<file path="config.mk">
export PLATFORM = sky130hd
export DESIGN_NAME = ssp_regs
export DESIGN_NICKNAME = d
export VERILOG_FILES = /design/src/core/ssp_pkg.sv /design/src/core/ssp_regs.sv
export SDC_FILE = /design/constraint.sdc
export NUM_CORES = 1
export LEC_CHECK = 0
export ABC_AREA = 1
export BUFFER_PORTS_ARGS = -buffer_cell sky130_fd_sc_hd__clkbuf_2
export CAP_MARGIN = 20
export CORE_UTILIZATION = 46
export DETAILED_ROUTE_END_ITERATION = 10
export GPL_TIMING_DRIVEN = 0
export PLACE_DENSITY_LB_ADDON = 0.3
export RECOVER_POWER = 100
export SETUP_SLACK_MARGIN = 0.5
export SLEW_MARGIN = 15
export SYNTH_ARGS = -nofsm -noshare
export SYNTH_HDL_FRONTEND = slang
export SYNTH_SLANG_ARGS = --single-unit
export TNS_END_PERCENT = 100
</file>
<file path="constraint.sdc">
create_clock -name clk_sys -period 2.55 [get_ports clk_sys]
set_input_delay 0.1275 -clock clk_sys [delete_from_list [all_inputs] [get_ports clk_sys]]
set_output_delay 0.1275 -clock clk_sys [all_outputs]
set_load 0.05 [all_outputs]
</file>
<file path="src/core/ssp_pkg.sv">
// constants, field positions and carrier structs for the serial port register bank
// assumes a 32-bit AXI4-Lite master and a serial engine on the same clock
package ssp_pkg;
  // byte addresses of the word registers
  localparam logic [3:0] ADDR_STATUS  = 4'h0;
  localparam logic [3:0] ADDR_CONTROL = 4'h4;
  localparam logic [3:0] ADDR_BUFFER  = 4'h8;
  localparam logic [3:0] ADDR_RELOAD  = 4'hC;
  localparam logic [7:0] STATUS_RESET  = 8'h00;
  localparam logic [7:0] CONTROL_RESET = 8'h00;
  localparam logic [7:0] RELOAD_RESET  = 8'h00;
  // status fields
  localparam int ST_SAMPLE = 7;
  localparam int ST_EDGE   = 6;
  // control fields
  localparam int CT_WRITE_COLLISION = 7;
  localparam int CT_OVF  = 6;
  localparam int CT_EN   = 5;
  localparam int CT_CKP  = 4;
  // port_mode encodings
  localparam logic [3:0] M_SPI_D4   = 4'h0;
  localparam logic [3:0] M_SPI_D16  = 4'h1;
  localparam logic [3:0] M_SPI_D64  = 4'h2;
  localparam logic [3:0] M_SPI_T2   = 4'h3;
  localparam logic [3:0] M_SPI_SS   = 4'h4;
  localparam logic [3:0] M_SPI_NOSS = 4'h5;
  localparam logic [3:0] M_I2C_S7   = 4'h6;
  localparam logic [3:0] M_I2C_S10  = 4'h7;
  localparam logic [3:0] M_I2C_MBRG = 4'h8;
  localparam logic [3:0] M_SPI_BRG  = 4'hA;
  localparam logic [3:0] M_I2C_MFW  = 4'hB;
  localparam logic [3:0] M_I2C_S7SP = 4'hE;
  localparam logic [3:0] M_I2C_S10SP= 4'hF;
  // divide ratios, in system clocks per serial clock period
  localparam logic [9:0] DIV_4  = 10'h004;
  localparam logic [9:0] DIV_16 = 10'h010;
  localparam logic [9:0] DIV_64 = 10'h040;
  localparam logic [7:0] SPI_RELOAD_MIN = 8'h01;
  localparam logic [7:0] I2C_RELOAD_MIN = 8'h03;
  localparam logic [1:0] RESP_OKAY   = 2'h0;
  localparam logic [1:0] RESP_SLVERR = 2'h2;

  typedef struct packed {
    logic        awvalid;
    logic [3:0]  awaddr;
    logic        wvalid;
    logic [31:0] wdata;
    logic [3:0]  wstrb;
    logic        bready;
    logic        arvalid;
    logic [3:0]  araddr;
    logic        rready;
  } axi_req_s;

  typedef struct packed {
    logic        awready;
    logic        wready;
    logic        bvalid;
    logic [1:0]  bresp;
    logic        arready;
    logic        rvalid;
    logic [31:0] rdata;
    logic [1:0]  rresp;
  } axi_rsp_s;

  // events from the shift engine, one-cycle pulses unless noted
  typedef struct packed {
    logic       byte_done;    // a byte finished shifting in
    logic [7:0] rx_byte;
    logic       byte_is_data; // level with byte_done
    logic       start_det;
    logic       stop_det;
    logic       nack_det;
    logic       addr_match;
    logic       addr_rw;      // level with addr_match
    logic       tx_shifting;  // level: data bits leaving the shift register
    logic       tx_done;      // data bits of a transmit ended
    logic       ua_req;       // 10-bit slave wants a new address
    logic       t2_match;
    logic [4:0] seq_req;      // start, restart, stop, receive, ack requests (level)
  } engine_ev_s;

  typedef struct packed {
    logic       pins_to_port;
    logic       spi_master;
    logic       spi_slave;
    logic       ss_used;
    logic       i2c_master;
    logic       i2c_slave;
    logic       fw_master;
    logic       ten_bit;
    logic       start_stop_irq;
    logic       sample_at_end;
    logic       slew_limit;
    logic       smbus_levels;
    logic       shift_act_to_idle;
    logic       clk_idle_high;
    logic       scl_hold_low;
    logic       mode_bad;
    logic       sck_tick;     // one pulse per serial clock period
    logic       tx_load;      // pulse: buffer written, start shifting
    logic [7:0] tx_byte;
  } port_ctrl_s;
endpackage

</file>
<file path="src/core/ssp_regs.sv">
// status and first control register of the serial port, on an AXI4-Lite slave
// assumes the shift engine sits on clk_sys and reports events as pulses
//
// What this block does
// - master sample phase: end or middle; slave zero
// - i2c: sample_phase one disables slew limiting
// - spi: clock_edge_select picks shift-out transition
// - i2c: clock_edge_select selects smbus input thresholds
// - data_not_address follows last i2c byte kind
// - stop_seen marks stop last, cleared when disabled
// - start_seen marks start last, cleared when disabled
// - slave direction_info holds last matched rw bit, cleared on start, stop or nack
// - master direction_info shows transmit in progress
// - 10-bit slave flags needed address reload
// - buffer_full on receive, and during i2c transmit
// - write_collision on illegal buffer write, software clears
// - spi slave overflow discards byte, never in master
// - i2c receive overflow set, cleared only by software
// - port_enable hands pins to the port
// - clock_polarity sets spi idle clock level
// - i2c slave clock_polarity zero stretches clock
// - modes 0..2: spi master divide 4/16/64
// - mode 3 timer half rate, mode A reload
// - modes 4/5 spi slave with or without select
// - i2c slave 7/10-bit, start/stop interrupt variants
// - i2c master reload clock, firmware master, reserved
//
// The implementer's own choices: the register offsets and register access over AXI4-Lite.
`timescale 1ns/1ps
module ssp_regs (
  input  wire logic                 clk_sys,
  input  wire logic                 arst_n,
  input  wire ssp_pkg::axi_req_s    axi_req,
  output ssp_pkg::axi_rsp_s         axi_rsp,
  input  wire ssp_pkg::engine_ev_s  eng,
  output ssp_pkg::port_ctrl_s       ctrl
);
  import ssp_pkg::*;

  ////////////////////////////////////////////////////////////////////////////
  // register state
  logic [1:0] stat_sw_q;                  // sample_phase, clock_edge_select
  logic       dna_q, stop_q, start_q, rw_q, ua_q, bf_q;
  logic       write_collision_q, ovf_q;
  logic [5:0] ctl_q;                      // port_enable, clock_polarity, port_mode
  logic [7:0] rxbuf_q, reload_q, txbyte_q;
  logic       txload_q;
  logic [9:0] div_cnt_q;
  logic       t2_half_q, tick_q;
  logic       aw_got_q, w_got_q, bvalid_q, rvalid_q;
  logic [3:0] awaddr_q;
  logic [7:0] wbyte_q;
  logic       wlane_q;
  logic [1:0] bresp_q, rresp_q;
  logic [31:0] rdata_q;

  ////////////////////////////////////////////////////////////////////////////
  // mode decoding
  wire [3:0] mode   = ctl_q[3:0];
  wire       enable = ctl_q[CT_EN];
  wire       clock_polarity    = ctl_q[CT_CKP];
  wire spi_m  = (mode == M_SPI_D4) || (mode == M_SPI_D16) || (mode == M_SPI_D64) ||
                (mode == M_SPI_T2) || (mode == M_SPI_BRG);
  wire spi_s  = (mode == M_SPI_SS) || (mode == M_SPI_NOSS);
  wire i2c_s  = (mode == M_I2C_S7) || (mode == M_I2C_S10) ||
                (mode == M_I2C_S7SP) || (mode == M_I2C_S10SP);
  wire i2c_m  = (mode == M_I2C_MBRG) || (mode == M_I2C_MFW);
  wire is_i2c = i2c_s || i2c_m;
  wire ten    = (mode == M_I2C_S10) || (mode == M_I2C_S10SP);
  // reserved codes and unsupported reload values are flagged, not fixed up
  wire bad    = !(spi_m || spi_s || is_i2c) ||
                ((mode == M_SPI_BRG) && (reload_q < SPI_RELOAD_MIN)) ||
                ((mode == M_I2C_MBRG) && (reload_q < I2C_RELOAD_MIN));

  ////////////////////////////////////////////////////////////////////////////
  // bus handshakes and address decode
  wire aw_hs   = axi_req.awvalid && !aw_got_q && !bvalid_q;
  wire w_hs    = axi_req.wvalid && !w_got_q && !bvalid_q;
  wire wr_fire = aw_got_q && w_got_q && !bvalid_q;
  wire ar_hs   = axi_req.arvalid && !rvalid_q;
  wire wr_st   = wr_fire && wlane_q && (awaddr_q == ADDR_STATUS);
  wire wr_ct   = wr_fire && wlane_q && (awaddr_q == ADDR_CONTROL);
  wire wr_bf   = wr_fire && wlane_q && (awaddr_q == ADDR_BUFFER);
  wire wr_rl   = wr_fire && wlane_q && (awaddr_q == ADDR_RELOAD);
  wire rd_bf   = ar_hs && (axi_req.araddr == ADDR_BUFFER);
  wire wr_map  = (awaddr_q == ADDR_STATUS) || (awaddr_q == ADDR_CONTROL) ||
                 (awaddr_q == ADDR_BUFFER) || (awaddr_q == ADDR_RELOAD);

  // read data mux; unmapped words read zero with an error response
  logic [7:0] rd_byte;
  logic       rd_ok;
  always_comb begin
    rd_ok = 1'b1;
    if (axi_req.araddr == ADDR_STATUS) begin
      rd_byte = {stat_sw_q, dna_q, stop_q, start_q, rw_q, ua_q, bf_q};
    end else if (axi_req.araddr == ADDR_CONTROL) begin
      rd_byte = {write_collision_q, ovf_q, ctl_q};
    end else if (axi_req.araddr == ADDR_BUFFER) begin
      rd_byte = rxbuf_q;
    end else if (axi_req.araddr == ADDR_RELOAD) begin
      rd_byte = reload_q;
    end else begin
      rd_byte = 8'h00;
      rd_ok   = 1'b0;
    end
  end

  ////////////////////////////////////////////////////////////////////////////
  // serial event qualification
  wire rx_land   = eng.byte_done && !bf_q && (spi_m || spi_s || is_i2c);
  wire ovf_set   = eng.byte_done && bf_q && (spi_s || is_i2c);
  // i2c master can only load the buffer when the bus is idle
  wire m_busy    = |eng.seq_req || eng.tx_shifting;
  wire write_collision_set  = wr_bf && ((i2c_m && m_busy) ||
                   ((i2c_s || spi_s) && eng.tx_shifting));
  wire tx_accept = wr_bf && !write_collision_set && enable;
  wire i2c_tx    = is_i2c && tx_accept;

  ////////////////////////////////////////////////////////////////////////////
  // status flags held by hardware
  always_ff @(posedge clk_sys or negedge arst_n) begin
    if (!arst_n) begin
      stat_sw_q <= STATUS_RESET[ST_SAMPLE:ST_EDGE];
      dna_q     <= 1'b0;
      stop_q    <= 1'b0;
      start_q   <= 1'b0;
      rw_q      <= 1'b0;
      ua_q      <= 1'b0;
      bf_q      <= 1'b0;
    end else begin
      if (wr_st) begin
        stat_sw_q <= wbyte_q[ST_SAMPLE:ST_EDGE];
      end
      if (is_i2c && eng.byte_done) begin
        dna_q <= eng.byte_is_data;
      end
      if (!enable) begin
        stop_q  <= 1'b0;
        start_q <= 1'b0;
      end else if (is_i2c && eng.stop_det) begin
        stop_q  <= 1'b1;
        start_q <= 1'b0;
      end else if (is_i2c && eng.start_det) begin
        start_q <= 1'b1;
        stop_q  <= 1'b0;
      end
      if (i2c_m) begin
        rw_q <= eng.tx_shifting;
      end else if (i2c_s && eng.addr_match) begin
        rw_q <= eng.addr_rw;
      end else if (i2c_s && (eng.start_det || eng.stop_det || eng.nack_det)) begin
        rw_q <= 1'b0;
      end
      // a new request outranks the reload write that clears it
      if (ten && eng.ua_req) begin
        ua_q <= 1'b1;
      end else if (wr_rl || !ten) begin
        ua_q <= 1'b0;
      end
      if (rx_land || i2c_tx) begin
        bf_q <= 1'b1;
      end else if (rd_bf || (is_i2c && eng.tx_done)) begin
        bf_q <= 1'b0;
      end
    end
  end

  ////////////////////////////////////////////////////////////////////////////
  // control register, sticky errors and data buffers
  always_ff @(posedge clk_sys or negedge arst_n) begin
    if (!arst_n) begin
      ctl_q    <= CONTROL_RESET[5:0];
      write_collision_q   <= CONTROL_RESET[CT_WRITE_COLLISION];
      ovf_q    <= CONTROL_RESET[CT_OVF];
      reload_q <= RELOAD_RESET;
      rxbuf_q  <= 8'h00;
      txbyte_q <= 8'h00;
      txload_q <= 1'b0;
    end else begin
      if (wr_ct) begin
        ctl_q <= wbyte_q[5:0];
      end
      // set wins over a software clear in the same cycle
      if (write_collision_set) begin
        write_collision_q <= 1'b1;
      end else if (wr_ct && !wbyte_q[CT_WRITE_COLLISION]) begin
        write_collision_q <= 1'b0;
      end
      if (ovf_set) begin
        ovf_q <= 1'b1;
      end else if (wr_ct && !wbyte_q[CT_OVF]) begin
        ovf_q <= 1'b0;
      end
      if (wr_rl) begin
        reload_q <= wbyte_q;
      end
      // an overflowed byte is dropped, the old one is kept
      if (rx_land) begin
        rxbuf_q <= eng.rx_byte;
      end
      if (tx_accept) begin
        txbyte_q <= wbyte_q;
      end
      txload_q <= tx_accept;
    end
  end

  ////////////////////////////////////////////////////////////////////////////
  // serial clock rate: one tick per serial clock period
  logic [9:0] div_ratio;
  always_comb begin
    if (mode == M_SPI_D4) begin
      div_ratio = DIV_4;
    end else if (mode == M_SPI_D16) begin
      div_ratio = DIV_16;
    end else if (mode == M_SPI_D64) begin
      div_ratio = DIV_64;
    end else begin
      div_ratio = {reload_q + 8'h01, 2'b00};
    end
  end
  wire div_wrap = (div_cnt_q >= div_ratio - 10'h001);
  wire t2_rate  = (mode == M_SPI_T2);
  wire use_div  = enable && !bad && !t2_rate && (spi_m || (mode == M_I2C_MBRG));

  always_ff @(posedge clk_sys or negedge arst_n) begin
    if (!arst_n) begin
      div_cnt_q <= 10'h000;
      t2_half_q <= 1'b0;
      tick_q    <= 1'b0;
    end else begin
      div_cnt_q <= (!use_div || div_wrap) ? 10'h000 : div_cnt_q + 10'h001;
      // timer-2 rate: every second match is one serial period
      if (enable && t2_rate && eng.t2_match) begin
        t2_half_q <= !t2_half_q;
      end
      tick_q <= (use_div && div_wrap) ||
                (enable && t2_rate && eng.t2_match && t2_half_q);
    end
  end

  ////////////////////////////////////////////////////////////////////////////
  // bus slave
  always_ff @(posedge clk_sys or negedge arst_n) begin
    if (!arst_n) begin
      aw_got_q <= 1'b0;
      w_got_q  <= 1'b0;
      awaddr_q <= 4'h0;
      wbyte_q  <= 8'h00;
      wlane_q  <= 1'b0;
      bvalid_q <= 1'b0;
      bresp_q  <= RESP_OKAY;
      rvalid_q <= 1'b0;
      rdata_q  <= 32'h0000_0000;
      rresp_q  <= RESP_OKAY;
    end else begin
      if (aw_hs) begin
        aw_got_q <= 1'b1;
        awaddr_q <= axi_req.awaddr;
      end else if (wr_fire) begin
        aw_got_q <= 1'b0;
      end
      if (w_hs) begin
        w_got_q <= 1'b1;
        wbyte_q <= axi_req.wdata[7:0];
        wlane_q <= axi_req.wstrb[0];
      end else if (wr_fire) begin
        w_got_q <= 1'b0;
      end
      if (wr_fire) begin
        bvalid_q <= 1'b1;
        bresp_q  <= wr_map ? RESP_OKAY : RESP_SLVERR;
      end else if (axi_req.bready) begin
        bvalid_q <= 1'b0;
      end
      if (ar_hs) begin
        rvalid_q <= 1'b1;
        rdata_q  <= {24'h00_0000, rd_byte};
        rresp_q  <= rd_ok ? RESP_OKAY : RESP_SLVERR;
      end else if (axi_req.rready) begin
        rvalid_q <= 1'b0;
      end
    end
  end

  // handshake outputs combinational, data from flops
  assign axi_rsp.awready = !aw_got_q && !bvalid_q;
  assign axi_rsp.wready  = !w_got_q && !bvalid_q;
  assign axi_rsp.bvalid  = bvalid_q;
  assign axi_rsp.bresp   = bresp_q;
  assign axi_rsp.arready = !rvalid_q;
  assign axi_rsp.rvalid  = rvalid_q;
  assign axi_rsp.rdata   = rdata_q;
  assign axi_rsp.rresp   = rresp_q;

  ////////////////////////////////////////////////////////////////////////////
  // controls to the shift engine and pin mux
  assign ctrl.pins_to_port      = enable;
  assign ctrl.spi_master        = enable && spi_m;
  assign ctrl.spi_slave         = enable && spi_s;
  assign ctrl.ss_used           = enable && (mode == M_SPI_SS);
  assign ctrl.i2c_master        = enable && i2c_m;
  assign ctrl.i2c_slave         = enable && i2c_s;
  assign ctrl.fw_master         = enable && (mode == M_I2C_MFW);
  assign ctrl.ten_bit           = ten;
  assign ctrl.start_stop_irq    = (mode == M_I2C_S7SP) || (mode == M_I2C_S10SP);
  assign ctrl.sample_at_end     = spi_m && stat_sw_q[1];
  assign ctrl.slew_limit        = is_i2c && !stat_sw_q[1];
  assign ctrl.smbus_levels      = is_i2c && stat_sw_q[0];
  assign ctrl.shift_act_to_idle = !is_i2c && stat_sw_q[0];
  assign ctrl.clk_idle_high     = !is_i2c && clock_polarity;
  assign ctrl.scl_hold_low      = enable && i2c_s && !clock_polarity;
  assign ctrl.mode_bad          = bad;
  assign ctrl.sck_tick          = tick_q;
  assign ctrl.tx_load           = txload_q;
  assign ctrl.tx_byte           = txbyte_q;
endmodule

</file>
Yosys cells after proc, flatten, opt, wreduce, memory -nomap -nowiden

Cells that the tools add are included.

Add/subtract/negate cells: 3
Magnitude comparators: 3
Eq/ne operators: 19
Mux-type cells: 38
Reduce and logical (&&, ||, !) cells: 116

Operators with widths:

| cell                  | number |
|---|---|
| $logic_and 1x1->1     | 55 |
| $mux 10               | 4 |
| $eq 4x4->1 const B    | 9 |
| $mux 8                | 4 |
| $logic_or 1x1->1      | 31 |
| $mux 1                | 28 |
| $eq 4x3->1 const B    | 6 |
| $logic_not 1->1       | 17 |
| $reduce_bool 2->1     | 8 |
| $logic_not 4->1       | 3 |
| $add 10x1->10 const B | 1 |
| $ge 10x10->1          | 1 |
| $sub 10x1->10 const B | 1 |
| $add 8x1->8 const B   | 1 |
| $eq 4x2->1 const B    | 2 |
| $lt 8x1->1 const B    | 1 |
| $lt 8x2->1 const B    | 1 |
| $reduce_or 5->1       | 1 |
| $eq 4x1->1 const B    | 1 |
| $mux 2                | 2 |
| $ne 3x1->1 const B    | 1 |
| $reduce_bool 3->1     | 1 |

Bits in registers: 82
Output and inout bits: 67

Depth between registers and ports, before layout

Depth in word-level cells: 17
Mapped depth: 20
Gate-level depth less buffers: 18

Worst setup path after synthesis

No wires, ideal clock.

Kind: register to register
From: reg ctl_q[2]
To: reg tick_q
Setup time: 65 ps
Data arrival time: 2,632 ps
Setup slack: -147 ps
Stages on the path, launching flop included: 21
Path buffers: 2
Clock period less this slack: 2,697 ps
Path through: dfrtp_1 -> buf_2 -> nor2_2 -> nand2_2 -> inv_1 -> o21ai_2 -> inv_1 -> ha_1 -> nand3_1 -> nor2_1 -> nand2_1 -> nand2_1 -> nand2_1 -> ha_1 -> nand2_1 -> nor2_1 -> nand3_1 -> nand3_1 -> clkbuf_1 -> nand3_1 -> nand2_1

Cells in the longest elaborated chain, start to end: 16
Elaborated cells between the ends (all ways): 46
Those cells by class: add/sub (1); order compare (1); eq/ne (12); mux (3); reduce/logical (29)

RTL lines:

| item                                                   | line            | text |
|---|---|---|
| from (decl)                                            | ssp_regs.sv:45  | `logic [5:0] ctl_q;` |
| from (signal assigned)                                 | ssp_regs.sv:172 | `ctl_q <= CONTROL_RESET[5:0];` |
| from (signal assigned)                                 | ssp_regs.sv:181 | `ctl_q <= wbyte_q[5:0];` |
| branches (longest 15 deep; another with $sub 10x1->10) | --              |  |
| $logic_or 1x1->1 (*)                                   | ssp_regs.sv:237 | `tick_q <= (use_div && div_wrap) \|\|` |
| to (signal assigned)                                   | ssp_regs.sv:237 |  |
| to (decl)                                              | ssp_regs.sv:49  | `logic t2_half_q, tick_q;` |

Every way passes the cells marked *.
A chain may end at the register's enable or synchronous reset.

Final worst setup path

From: reg ctl_q[2]
To: reg div_cnt_q[3]

Cells in the longest elaborated chain, start to end: 17
Elaborated cells between the ends (all ways): 44
Those cells by class: add/sub (1); order compare (1); eq/ne (12); mux (4); reduce/logical (26)

RTL lines:

| item                                                   | line            | text |
|---|---|---|
| branches (longest 15 deep; another with $sub 10x1->10) | --              |  |
| $logic_or 1x1->1 (*)                                   | ssp_regs.sv:232 | `div_cnt_q <= (!use_div \|\| div_wrap) ? 10'h000 : div_cnt_q + 10'h001;` |
| $mux 10 (*)                                            | ssp_regs.sv:232 |  |
| to (signal assigned)                                   | ssp_regs.sv:232 |  |
| to (decl)                                              | ssp_regs.sv:48  | `logic [9:0] div_cnt_q;` |

Marked as above.

==> impl_metrics.json <==
{
  "synth_ff_type": "dfrtp_1",
  "r2r-end": "div_cnt_q[3]",
  "met2_length_um": 5486,
  "worstSetupStartpointType": "flip-flop",
  "cp.arrival_ns": 3.03,
  "layout-drive-gt1-share_pct": 28.09,
  "crit_chain": "buf_6, nor2_4, buf_6, nand2_1, nand2_1, nand2_2, nand2_4, nor2_4, xnor2_1, inv_1, ha_1, a21oi_1, o21ai_0, nand2_1, nand3_4, buf_8, nor3_2",
  "ff2ff_path_depth": 17,
  "critical-path-max-stage-delay_ns": 0.38,
  "grt_use_total_pct": 23.15,
  "num_rows": 35,
  "total_power_mw": 7.085,
  "final_cell_mix": "nand2_1 (106), dfrtp_1 (74), inv_1 (61)",
  "status": "finished, violations left",
  "setup.worst_path.end_class": "flip-flop",
  "synth_area_leaders": "dfrtp_1 (45%), nand2_1 (9.4%), buf_4 (5.6%)",
  "whs_path_depth": 3,
  "overflow": 0,
  "dp.cells": 797,
  "hold_path.class": "in -> reg",
  "r2r_setup_slack_ns": -0.21,
  "cts-root-buf": "clkbuf_8",
  "drv_slew": 37,
  "vias": 4169,
  "hold_violations": 0,
  "yosys_warnings": 0,
  "synth_edf_count": 0,
  "synth_top_area_share_pct": 45.02,
  "die_w_um": 100.3,
  "hold_end": "wlane_q",
  "grt_pass1_wl_um": 18180,
  "async_flop_share_pct": 100.0,
  "setup_violations": 11,
  "layout_setup_ws_ns": -0.2123,
  "path_delay_family": "simple AND/OR/NAND/NOR gates",
  "syn_area_um2": 4447,
  "p_sw_mw": 3.474,
  "p_int_mw": 3.612,
  "vdd_drop_max_uv": 677.5,
  "cpMaxStageDelayCell": "dfrtp_1",
  "period_needed_ns": 2.762,
  "cap_violations": 1,
  "grt_max_degree": 46,
  "antenna_found_initial": 0,
  "layout_commonest_cell": "nand2_1",
  "cp_num_buf_inv": 4,
  "start_util_pct": 47.90,
  "met3_length_um": 721,
  "dr.pass1.iters": 5,
  "synth.distinct_cells": 37,
  "synth_top_area_cell": "dfrtp_1",
  "seq_area_frac_synth_pct": 45.02,
  "p_comb_share_pct": 57.5,
  "ys_seq_elements": 80,
  "cts_made_buffers": 9,
  "cp.required_ns": 2.82,
  "stdcell_count": 848,
  "area_growth_syn_to_layout_pct": 33.37,
  "pwr-share-clk_pct": 13.8,
  "finalWirelength_um": 11590,
  "max_slew_margin_pct": -30.27,
  "numPortBuffers": 88,
  "crit_fanout": 5,
  "wire_per_inst_um": 13.66,
  "power.density_nw_per_um2": 1195,
  "clk_pin_slew_ns": 0.10,
  "fin_util_pct": 63.88,
  "min_period_over_period_pct": 108.3,
  "insertedDiodeCount": 0,
  "r2r-start": "ctl_q[2]",
  "tightest_slew_ns": 1.954,
  "core_um2": 9284,
  "vias_per_cell": 4.916,
  "final_antenna_net_count": 0,
  "routed.top_layer": "met4",
  "grt_pass1_vias": 3884,
  "cts_sinks": 80,
  "synth.avg_cell_area_um2": 8.027,
  "insertion_delay_ns": 0.36,
  "min_from": "axi_req[7]",
  "criticalPathCategory": "reg -> reg",
  "swShare_pct": 49.02,
  "cts_tree": "done",
  "nets": 801,
  "place.gp.congestion": 0.8411,
  "die_h_um": 100.3,
  "finClkSkew_ns": 0.01397,
  "power_frac_seq_pct": 28.7,
  "drt_iter0_drc": 235,
  "ios": 142,
  "cts_buffer_depth": 2,
  "met1_length_um": 4946,
  "cpMostUsedCell": "nand2_1",
  "dieArea_um2": 10060,
  "violations": "max-capacitance violations, max-slew violations, negative setup slack",
  "cts_htree_levels": 3,
  "hold_slack_ns": 0.003723,
  "p_leak_nw": 2.943,
  "dp.final_hpwl_um": 8049,
  "drc_errors": 0,
  "synthCells": 554,
  "rsz0062_at_grt": "yes",
  "max_freq_mhz": 362.0,
  "setup_tns_ns": -1.911
}
cell families after synthesis:
| kind of cell | count (synthesis) | synth area share (%) |
|---|---|---|
| xor gates and xnor gates | 13 | 2.561 |
| DFF | 80 | 45.02 |
| adders and majority gates | 12 | 3.376 |
| other | 1 | 0.08433 |
| and+or+nand+nor | 246 | 23.89 |
| AOI/OAI and AO/OA | 90 | 11.96 |
| muxes | 2 | 0.5064 |
| buffers and inverters | 110 | 12.61 |
worst register-to-register path, stage by stage (launching register included):
cell	delay [ns]
dfrtp_1	0.38
buf_6	0.12
nor2_4	0.14
buf_6	0.13
nand2_1	0.08
nand2_1	0.09
nand2_2	0.10
nand2_4	0.12
nor2_4	0.06
xnor2_1	0.23
inv_1	0.07
ha_1	0.32
a21oi_1	0.17
o21ai_0	0.11
nand2_1	0.13
nand3_4	0.11
buf_8	0.16
nor3_2	0.15
cell usage after synthesis (5+ instances only):
| cell type | count |
|---|---|
| a211oi_1 | 6 |
| a21oi_1 | 19 |
| buf_4 | 33 |
| clkbuf_1 | 5 |
| dfrtp_1 | 80 |
| ha_1 | 12 |
| inv_1 | 63 |
| nand2_1 | 111 |
| nand3_1 | 32 |
| nand4_1 | 7 |
| nor2_1 | 61 |
| nor2_2 | 5 |
| nor3_1 | 18 |
| o21ai_0 | 39 |
| o21ai_2 | 11 |
| o22ai_1 | 8 |
| xnor2_1 | 7 |
| xor2_1 | 6 |
sequential cells by signal, summed over array words and instances, names as in the netlist, 2 cells and up:
signal and cells:
stat_sw_q 2, ctl_q 6, txbyte_q 8, wbyte_q 8
awaddr_q 4, reload_q 8, div_cnt_q 10, rdata_q 8
rxbuf_q 8
per-stage QoR:
stage                     setup slack, ns  cell area (µm²)
after floorplan                   0.03536             4582
after global placement            -0.1464             5184
after detailed placement          -0.2422             5206
after CTS                        -0.03286             5812
after global routing              -0.2994             5931
final                             -0.2123             5931
layout make-up:
type / instances / area, µm²
Buffer: 44 / 314.1
Inverter: 66 / 250.2
Clock inverter: 6 / 75.07
Sequential cell: 80 / 2009
Fill cell: 826 / 3353
Timing Repair Buffer: 124 / 726.9
Multi-Input combinational cell: 389 / 2266
Clock buffer: 10 / 127.6
Tap cell: 129 / 161.4
repair_timing:
action / 4_1_cts / 5_1_grt
resized for setup: 45 / 36
hold buffers: 10 / 0
cloned: 1 / 0
buffers inserted: 15 / 9
endpoints found under the hold margin: 44 / 0
endpoints found under the setup margin: 16 / 16
pin swaps: 21 / 26
worst max path at each step:
stage                start            to  cells past startpoint
5_1_grt           ctl_q[2]  div_cnt_q[3]                     17
3_5_place_dp      ctl_q[2]  div_cnt_q[7]                     19
4_1_cts        reload_q[1]  div_cnt_q[2]                     16
2_1_floorplan     ctl_q[2]  div_cnt_q[3]                     19
3_3_place_gp      ctl_q[2]        tick_q                     20
6_report          ctl_q[2]  div_cnt_q[3]                     17
layer usage:
metal / vias to the layer above / track usage, %
met4: 0 / 9.588
met5: - / 0
met2: 169 / 37.93
li1: 2059 / -
met1: 1903 / 30.00
met3: 38 / 4.666
power by group through the flow:
stage / registers [mW] / clock network, mW / logic (mW)
after floorplan: 2.22 / 0 / 2.19
after global placement: 2.02 / 0 / 3.05
after detailed placement: 2.04 / 0 / 3.13
after CTS: 2.02 / 0.994 / 3.66
after global routing: 2.08 / 1.05 / 4.46
final: 2.03 / 0.978 / 4.07
Note: power is estimated with default switching activity, not from simulation.
